### config.mk
export PLATFORM = sky130hd
export DESIGN_NAME = i2s_master_transmitter
export DESIGN_NICKNAME = d
export VERILOG_FILES = /design/src/hw/i2s_master_transmitter.v
export VERILOG_INCLUDE_DIRS = /design/src /design/src/hw
export SDC_FILE = /design/constraint.sdc
export NUM_CORES = 1
export LEC_CHECK = 0
export ABC_CLOCK_PERIOD_IN_PS = 7000
export BUFFER_PORTS_ARGS = -buffer_cell sky130_fd_sc_hd__buf_2
export CORE_ASPECT_RATIO = 1.1
export CORE_MARGIN = 10
export CORE_UTILIZATION = 31
export CTS_BUF_LIST = sky130_fd_sc_hd__clkbuf_4
export CTS_CLUSTER_DIAMETER = 150
export CTS_CLUSTER_SIZE = 8
export DETAILED_ROUTE_END_ITERATION = 8
export REMOVE_ABC_BUFFERS = 1
export SLEW_MARGIN = 20
export SYNTH_ARGS = -nofsm -noshare
export SYNTH_HDL_FRONTEND = slang
export SYNTH_SLANG_ARGS = --single-unit
### constraint.sdc
create_clock -name pclk -period 7 [get_ports pclk]
set_input_delay 1.05 -clock pclk [delete_from_list [all_inputs] [get_ports pclk]]
set_output_delay 1.05 -clock pclk [all_outputs]
set_load 0.005 [all_outputs]
### src/hw/i2s_tx_defs.vh
// register map, field positions, reset values and frame constants of the i2s transmitter
`ifndef I2S_TX_DEFS_VH
`define I2S_TX_DEFS_VH

// ==================================================================
// apb register map (byte addresses)
`define ADDR_W           12
`define REG_CTRL         12'h000
`define REG_CLKDIV       12'h004
`define REG_TXDATA       12'h008
`define REG_STATUS       12'h00C

// ==================================================================
// control register command bits (self clearing; bit 0 reads back the enable state)
`define CTRL_ENABLE      0
`define CTRL_DISABLE     1
`define CTRL_SOFT_RESET  2

// ==================================================================
// status register bits
`define STAT_READY       0
`define STAT_UNDERRUN    1
`define STAT_RUNNING     2
`define STAT_WORD_SEL    3

// ==================================================================
// clock divider register
`define DIV_W            12
`define DIV_RESET        12'h000

// ==================================================================
// frame layout: two 16-bit slots, left in the upper half of txdata
`define SLOT_BITS        16
`define SLOTS_PER_FRAME  2
`define FRAME_BITS       (`SLOT_BITS * `SLOTS_PER_FRAME)
`define POS_W            5
`define POS_FIRST        5'h00
`define WS_BIT           4
`define HOLD_RESET       32'h00000000
`define WS_IDLE          1'b1

`endif

### src/hw/i2s_master_transmitter.v
// i2s master transmitter: apb slave, clock divider, frame and serial shift logic
//
// Summary of operation
// - link is serial data with two channels, word select, continuous serial clock.
// - device drives clock, word select and data; slave uses that clock.
// - audio words are 16 bits only.
// - bit rate is 16 bits times 2 channels times sample rate.
// - serial clock is peripheral clock divided by twice the divider register value.
// - integer divider only, so rates deviate when ratio is not integral.
// - frame sync acts as word select, data pin as serial data.
// - transmit only; only the three transmit lines exist.
// - each frame holds a left then a right 16-bit slot.
// - divider wide enough for 8 kHz to 48 kHz at this clock.
// - word select holds each level for one 16-bit word.
// - outputs change on falling clock edge; left after ws fall, one-bit delay.
// - serial clock runs continuously while transmission is enabled and the divider is nonzero.
//
// Register access over APB and the register offsets were chosen for this implementation.

`timescale 1ns/1ps

`include "i2s_tx_defs.vh"

module i2s_master_transmitter (
  input  wire                pclk,
  input  wire                presetn,
  input  wire                psel,
  input  wire                penable,
  input  wire                pwrite,
  input  wire [`ADDR_W-1:0]  paddr,
  input  wire [31:0]         pwdata,
  output wire [31:0]         prdata,
  output wire                pready,
  output wire                pslverr,
  output wire                transmit_clock_pin,
  output wire                transmit_frame_sync,
  output wire                transmit_data_pin
);

  // ==================================================================
  // states
  localparam [1:0] ST_IDLE = 2'b01;
  localparam [1:0] ST_RUN  = 2'b10;

  // ==================================================================
  // address decode, shared by read and write paths
  function hit;
    input [`ADDR_W-1:0] addr;
    input [`ADDR_W-1:0] offset;
    begin
      hit = (addr == offset);
    end
  endfunction

  // ==================================================================
  // status word layout
  function [31:0] status_word;
    input ready;
    input underrun;
    input run;
    input word_sel;
    begin
      status_word                 = 32'h00000000;
      status_word[`STAT_READY]    = ready;
      status_word[`STAT_UNDERRUN] = underrun;
      status_word[`STAT_RUNNING]  = run;
      status_word[`STAT_WORD_SEL] = word_sel;
    end
  endfunction

  // ==================================================================
  // registers
  reg  [1:0]              state_ff;
  reg                     tx_en_ff;
  reg  [`DIV_W-1:0]       div_ff;
  reg  [`DIV_W-1:0]       cnt_ff;
  reg                     sck_ff;
  reg                     ws_ff;
  reg                     sd_ff;
  reg  [`FRAME_BITS-1:0]  shift_ff;
  reg  [`POS_W-1:0]       pos_ff;
  reg  [`FRAME_BITS-1:0]  hold_ff;
  reg                     hold_full_ff;
  reg                     underrun_ff;
  reg  [31:0]             prdata_ff;
  reg                     pready_ff;
  reg                     pslverr_ff;

  reg  [1:0]              nxt_state;
  reg                     nxt_tx_en;
  reg  [`DIV_W-1:0]       nxt_div;
  reg  [`DIV_W-1:0]       nxt_cnt;
  reg                     nxt_sck;
  reg                     nxt_ws;
  reg                     nxt_sd;
  reg  [`FRAME_BITS-1:0]  nxt_shift;
  reg  [`POS_W-1:0]       nxt_pos;
  reg  [`FRAME_BITS-1:0]  nxt_hold;
  reg                     nxt_hold_full;
  reg                     nxt_underrun;
  reg  [31:0]             nxt_prdata;
  reg                     nxt_pready;
  reg                     nxt_pslverr;

  wire                    setup_phase;
  wire                    wr_access;
  wire                    mapped;
  wire                    ctrl_wr;
  wire                    soft_reset;
  wire                    div_nz;
  wire                    tick;
  wire                    fall;
  wire                    load_frame;
  wire                    running;
  wire                    div_wr;
  wire                    data_wr;
  wire                    stat_wr;
  wire                    frame_take;
  wire                    underrun_set;

  // ==================================================================
  // apb strobes
  // pready is registered, so every access takes exactly one wait-free access cycle
  assign setup_phase = psel & ~penable;
  assign wr_access   = psel & penable & pready_ff & pwrite;
  assign mapped      = hit(paddr, `REG_CTRL) | hit(paddr, `REG_CLKDIV) |
                       hit(paddr, `REG_TXDATA) | hit(paddr, `REG_STATUS);
  assign ctrl_wr     = wr_access & hit(paddr, `REG_CTRL);
  assign soft_reset  = ctrl_wr & pwdata[`CTRL_SOFT_RESET];
  // write strobes, one per writable register
  assign div_wr      = wr_access & hit(paddr, `REG_CLKDIV);
  assign data_wr     = wr_access & hit(paddr, `REG_TXDATA);
  assign stat_wr     = wr_access & hit(paddr, `REG_STATUS);

  // ==================================================================
  // serial clock divider
  // a zero divider would give no clock at all, so it keeps the link idle
  assign div_nz     = (div_ff != `DIV_RESET);
  assign running    = (state_ff == ST_RUN);
  // >= so that shrinking the divider mid-count cannot strand the counter
  assign tick       = running & (cnt_ff >= div_ff - 1'b1);
  assign fall       = tick & sck_ff;
  assign load_frame = fall & (pos_ff == `POS_FIRST);
  // a frame is only taken while still enabled; an empty holder then underruns
  assign frame_take   = load_frame & tx_en_ff & div_nz;
  assign underrun_set = frame_take & ~hold_full_ff;

  // ==================================================================
  // next state
  always @* begin
    nxt_state     = state_ff;
    nxt_tx_en     = tx_en_ff;
    nxt_div       = div_ff;
    nxt_cnt       = cnt_ff;
    nxt_sck       = sck_ff;
    nxt_ws        = ws_ff;
    nxt_sd        = sd_ff;
    nxt_shift     = shift_ff;
    nxt_pos       = pos_ff;
    nxt_hold      = hold_ff;
    nxt_hold_full = hold_full_ff;
    nxt_underrun  = underrun_ff;

    // --------------------------------------------------------------
    // link engine
    case (state_ff)
      ST_IDLE: begin
        // idle: clock low, word select high, data zero
        nxt_cnt   = `DIV_RESET;
        nxt_sck   = 1'b0;
        nxt_ws    = `WS_IDLE;
        nxt_sd    = 1'b0;
        nxt_pos   = `POS_FIRST;
        nxt_shift = {`FRAME_BITS{1'b0}};
        if (tx_en_ff & div_nz) begin
          nxt_state = ST_RUN;
        end
      end
      ST_RUN: begin
        if (~tx_en_ff | ~div_nz) begin
          // stop at once, mid-frame; the partial frame is dropped
          nxt_state = ST_IDLE;
          nxt_sck   = 1'b0;
          nxt_ws    = `WS_IDLE;
          nxt_sd    = 1'b0;
        end else if (tick) begin
          nxt_cnt = `DIV_RESET;
          nxt_sck = ~sck_ff;
        end else begin
          nxt_cnt = cnt_ff + 1'b1;
        end
        if (fall & tx_en_ff & div_nz) begin
          // first bit after the ws fall is the previous right lsb
          nxt_sd  = shift_ff[`FRAME_BITS-1];
          nxt_ws  = pos_ff[`WS_BIT];
          nxt_pos = pos_ff + 1'b1;
          if (load_frame) begin
            // an empty holding register sends a silent frame
            nxt_shift = hold_full_ff ? hold_ff : {`FRAME_BITS{1'b0}};
          end else begin
            nxt_shift = {shift_ff[`FRAME_BITS-2:0], 1'b0};
          end
        end
      end
      default: begin
        nxt_state = ST_IDLE;
      end
    endcase

    // --------------------------------------------------------------
    // holding register consumption
    if (frame_take) begin
      if (hold_full_ff) begin
        nxt_hold_full = 1'b0;
      end else begin
        nxt_underrun = 1'b1;
      end
    end

    // --------------------------------------------------------------
    // register writes
    if (ctrl_wr & pwdata[`CTRL_ENABLE]) begin
      nxt_tx_en = 1'b1;
    end
    // disable wins over enable when both are written
    if (ctrl_wr & pwdata[`CTRL_DISABLE]) begin
      nxt_tx_en = 1'b0;
    end
    if (div_wr) begin
      nxt_div = pwdata[`DIV_W-1:0];
    end
    if (data_wr) begin
      // a write while full overwrites the pending frame
      nxt_hold      = pwdata;
      nxt_hold_full = 1'b1;
    end
    // write one to clear; a new underrun in the same cycle wins
    if (stat_wr & pwdata[`STAT_UNDERRUN] & ~underrun_set) begin
      nxt_underrun = 1'b0;
    end

    // --------------------------------------------------------------
    // soft reset returns everything except the apb answer flip-flops to its reset value
    if (soft_reset) begin
      nxt_state     = ST_IDLE;
      nxt_tx_en     = 1'b0;
      nxt_div       = `DIV_RESET;
      nxt_cnt       = `DIV_RESET;
      nxt_sck       = 1'b0;
      nxt_ws        = `WS_IDLE;
      nxt_sd        = 1'b0;
      nxt_shift     = {`FRAME_BITS{1'b0}};
      nxt_pos       = `POS_FIRST;
      nxt_hold      = `HOLD_RESET;
      nxt_hold_full = 1'b0;
      nxt_underrun  = 1'b0;
    end
  end

  // ==================================================================
  // apb answer, prepared in the setup cycle
  always @* begin
    nxt_pready  = setup_phase;
    nxt_pslverr = setup_phase & ~mapped;
    nxt_prdata  = 32'h00000000;
    if (setup_phase & ~pwrite) begin
      if (hit(paddr, `REG_CTRL)) begin
        nxt_prdata[`CTRL_ENABLE] = tx_en_ff;
      end
      if (hit(paddr, `REG_CLKDIV)) begin
        nxt_prdata[`DIV_W-1:0] = div_ff;
      end
      if (hit(paddr, `REG_TXDATA)) begin
        nxt_prdata = hold_ff;
      end
      if (hit(paddr, `REG_STATUS)) begin
        nxt_prdata = status_word(~hold_full_ff, underrun_ff, running, ws_ff);
      end
    end
  end

  // ==================================================================
  // apb answer flip-flops
  always @(posedge pclk or negedge presetn) begin
    if (!presetn) begin
      prdata_ff    <= 32'h00000000;
      pready_ff    <= 1'b0;
      pslverr_ff   <= 1'b0;
    end else begin
      prdata_ff    <= nxt_prdata;
      pready_ff    <= nxt_pready;
      pslverr_ff   <= nxt_pslverr;
    end
  end

  // ==================================================================
  // software visible register flip-flops
  always @(posedge pclk or negedge presetn) begin
    if (!presetn) begin
      tx_en_ff     <= 1'b0;
      div_ff       <= `DIV_RESET;
      hold_ff      <= `HOLD_RESET;
      hold_full_ff <= 1'b0;
      underrun_ff  <= 1'b0;
    end else begin
      tx_en_ff     <= nxt_tx_en;
      div_ff       <= nxt_div;
      hold_ff      <= nxt_hold;
      hold_full_ff <= nxt_hold_full;
      underrun_ff  <= nxt_underrun;
    end
  end

  // ==================================================================
  // link engine flip-flops
  always @(posedge pclk or negedge presetn) begin
    if (!presetn) begin
      state_ff     <= ST_IDLE;
      cnt_ff       <= `DIV_RESET;
      sck_ff       <= 1'b0;
      ws_ff        <= `WS_IDLE;
      sd_ff        <= 1'b0;
      shift_ff     <= {`FRAME_BITS{1'b0}};
      pos_ff       <= `POS_FIRST;
    end else begin
      state_ff     <= nxt_state;
      cnt_ff       <= nxt_cnt;
      sck_ff       <= nxt_sck;
      ws_ff        <= nxt_ws;
      sd_ff        <= nxt_sd;
      shift_ff     <= nxt_shift;
      pos_ff       <= nxt_pos;
    end
  end

  // ==================================================================
  // outputs, all straight from flip-flops
  assign prdata              = prdata_ff;
  assign pready              = pready_ff;
  assign pslverr             = pslverr_ff;
  assign transmit_clock_pin  = sck_ff;
  assign transmit_frame_sync = ws_ff;
  assign transmit_data_pin   = sd_ff;

endmodule

==> summary.md <==
| Metric | Value |
|---|---|
| Outcome | finished clean |
| DP HPWL | 11600 um |
| Post-route ant nets | 0 |
| Number of distinct library cells after synthesis | 65 |
| Final hold violation count | 0 |
| Cell count after synthesis | 588 |
| Iteration-0 DRC Markers | 383 |
| CP Max Fanout | 18 |
| PortBufs | 85 |
| # clock sinks | 135 |
| Sequential area share after synthesis | 50.6% |
| Ys flop type | dfrtp_1 |
| Post_cts resized | 0 |
| CTS Buffer Depth | 2 |
| PD cells | 179 nW/um2 |
| Die area | 27800 um2 |
| Cell accounting for the most synthesized area | dfrtp_1 |
| Share of layout cells above drive strength 1 | 25.8% |
| Total grt overflow | 0 |
| Crit path launch type | flop |
| Number of enable flip-flop cells after synthesis | 0 |
| Post-synthesis async set-or-reset flop share | 100% |
| Worst-Skew Late Latency | 0.55 ns |
| Routed vias | 4876 |
| HP Class | reg -> reg |
| Clock slew at reported path FFs | 0.11 ns |
| Layout overhead on the synthesized area | 13.5% |
| WP data arrival | 4.40 ns |
| Critical-path top delay cell | a41oi_2 |
| Power after layout | 1.36 mW |
| Max Cap Violations | 0 |
| Hold Buf Count CTS | 0 |
| Placer Congestion | 0.850 |
| Vias in the first global route | 4935 |
| Area contributors post-synth | dfrtp_1 (50%), o2bb2ai_2 (6.7%), a22oi_1 (4.3%) |
| Die Y | 174 um |
| Ys Warns | 0 |
| Core Box Area | 21300 um2 |
| Initial Utilization | 31.4% |
| Drt pass-1 iters | 7 |
| Mapped Area | 6680 um2 |
| Largest net degree at the start of global routing | 87 |
| Top-count cell post-synth | dfrtp_1 |
| DR vias/cell | 5.07 |
| Share of the synthesized area in the top cell type | 49.8% |
| Setup violations, final | 0 |
| Crit path required time | 7.42 ns |
| Residual DRC | 0 |
| Post-Syn Area per Cell | 11.4 um2 |
| Non-Filler Instances | 962 |
| Achievable Freq | 252 MHz |
| First-pass GRT wire length | 27700 um |
| IO Pins | 86 |
| Clock skew | 0.0180 ns |
| Max-slew headroom | 33.8% |
| Row Count | 56 |
| Synth cell count leaders | dfrtp_1 (133), nor2_1 (58), a22oi_1 (38), and3_1 (33), o2bb2ai_2 (30) |
| Worst-Margin Slew | 0.993 ns |
| Filler instances | 2167 |
| CTS tree | built |
| CP peak stage delay | 0.71 ns |
| Placed Instances | 930 |
| Final cycle utilization of the critical path | 56.7% |
| Minimum clock period | 3.97 ns |
| Peak VDD IR | 78.4 uV |
| Global-route usage over all layers | 12.2% |
| Number of synthesized register bits | 135 |
| Post-CTS setup buffers | 0 |
| Setup crit end kind | flop |
| Routed wire length | 16800 um |
| Max-slew violation count | 0 |
| Initial antenna violation count | 1 |
| Routed wire per std cell | 17.5 um |
| Critical-path cell list | or3_1, nor3_1, nand2_1, xor2_1, ha_1, a41o_1, a21oi_1, o31ai_2, a41oi_2, buf_4, nor3b_1, mux2_1 |
| Pleak | 3.58 nW |
| Sum of negative setup slack | 0 ns |
| Core Util, Final | 35.6% |
| Die W | 160 um |
| RSZ-0062 raised after global routing | no |
| Total CTS buffers | 17 |
| Number of nets in the final layout | 725 |
| H-tree depth | 4 |
| CP Class | reg -> reg |
| Clock Tree Root | clkbuf_4 |
worst paths after layout:
check,startpoint,to,slack [ns],cells past startpoint
worst min-delay path,shift_ff[5],shift_ff[5],0.51,1
min in group asynchronous,presetn,prdata[23],0.56,1
max in group asynchronous,presetn,pos_ff[4],5.30,2
worst min register to register,shift_ff[5],shift_ff[5],0.51,1
worst max-delay path,div_ff[4],shift_ff[0],3.03,12
worst max register to register,div_ff[4],shift_ff[0],3.03,12
per-stage QoR:
| step | hold slack [ns] | setup WS, ns | cell area, um2 |
|---|---|---|---|
| 6_report | 0.513 | 3.03 | 7590 |
| 5_1_grt | 0.527 | 2.68 | 7590 |
| 4_1_cts | 0.516 | 3.01 | 7590 |
| 3_5_place_dp | 0.475 | 3.03 | 7300 |
| 3_3_place_gp | 0.476 | 3.07 | 7300 |
| 2_1_floorplan | 0.457 | 2.88 | 6430 |
cell type report:
| class | count | area [um2] | share of cell area, % |
|---|---|---|---|
| repair buffers | 93 | 492 | 6.48 |
| multi-input cells | 403 | 3030 | 39.9 |
| diodes | 1 | 2.50 | 0.0330 |
| inverters | 9 | 33.8 | 0.445 |
| flip-flops and latches | 135 | 3380 | 44.6 |
| clock inverters | 14 | 160 | 2.11 |
| clock buffers | 17 | 128 | 1.68 |
| well taps | 290 | 363 | 4.78 |
layout by cell type (no fill, tap or decap), types with 6 or more instances in the layout:
cell | Yosys | final
a21oi_1 | 14 | 14
a22o_1 | 27 | 27
a22oi_1 | 38 | 38
and2_1 | 23 | 23
and3_1 | 33 | 33
buf_2 | 2 | 84
buf_4 | 1 | 8
clkbuf_4 | 0 | 17
dfrtp_1 | 133 | 133
ha_1 | 17 | 17
inv_1 | 9 | 9
mux2i_1 | 18 | 18
nand2_1 | 21 | 21
nand2b_1 | 7 | 7
nand3_1 | 9 | 9
nor2_1 | 58 | 57
nor2b_1 | 6 | 6
o21ai_0 | 7 | 7
o21ai_1 | 6 | 6
o2bb2ai_2 | 30 | 30
xnor2_1 | 9 | 9
xor2_1 | 9 | 9
flip-flops by register name, indices dropped and copies added, names as in the netlist:
signal	count
div_ff	12
hold_full_ff	1
hold_ff	32
transmit_frame_sync	1
transmit_clock_pin	1
pslverr	1
transmit_data_pin	1
cnt_ff	12
shift_ff	32
prdata	32
state_ff	2
underrun_ff	1
pos_ff	5
tx_en_ff	1
pready	1
critical path, delay by kind of cell, from the launching register on:
kind,cells,cell delay (ns)
mux,1,0.28
flops,1,0.44
simple gates,4,1.08
buf+inv,1,0.37
fa+ha+maj,1,0.31
xor+xnor,1,0.16
compound gates,4,1.19
cells by family (layout without fill, tap and decap cells):
family | Yosys count | in the layout | synth area share [%]
adders and majority gates | 17 | 17 | 3.18
DFF | 135 | 135 | 50.6
xor gates and xnor gates | 18 | 18 | 2.36
and+or+nand+nor | 195 | 195 | 15.6
other | 0 | 1 | 0
muxes | 20 | 20 | 3.03
AOI/OAI and AO/OA | 153 | 153 | 21.0
buffers and inverters | 50 | 133 | 4.32
report_power, final:
group | internal [mW] | total (mW) | switching, mW
clock | 0.241 | 0.535 | 0.293
combinational | 0.0131 | 0.0425 | 0.0293
sequential | 0.780 | 0.781 | 0.000368
total | 1.03 | 1.36 | 0.323
per-layer routing:
| layer | routed length, um | vias up | GRT usage, % |
|---|---|---|---|
| li1 | - | 2309 | - |
| met1 | 7920 | 2433 | 16.3 |
| met2 | 7750 | 117 | 18.8 |
| met3 | 922 | 17 | 3.80 |
| met4 | 235 | 0 | 3.29 |
| met5 | 0 | - | 0 |
No activity file was read; power rests on OpenSTA's default activity.
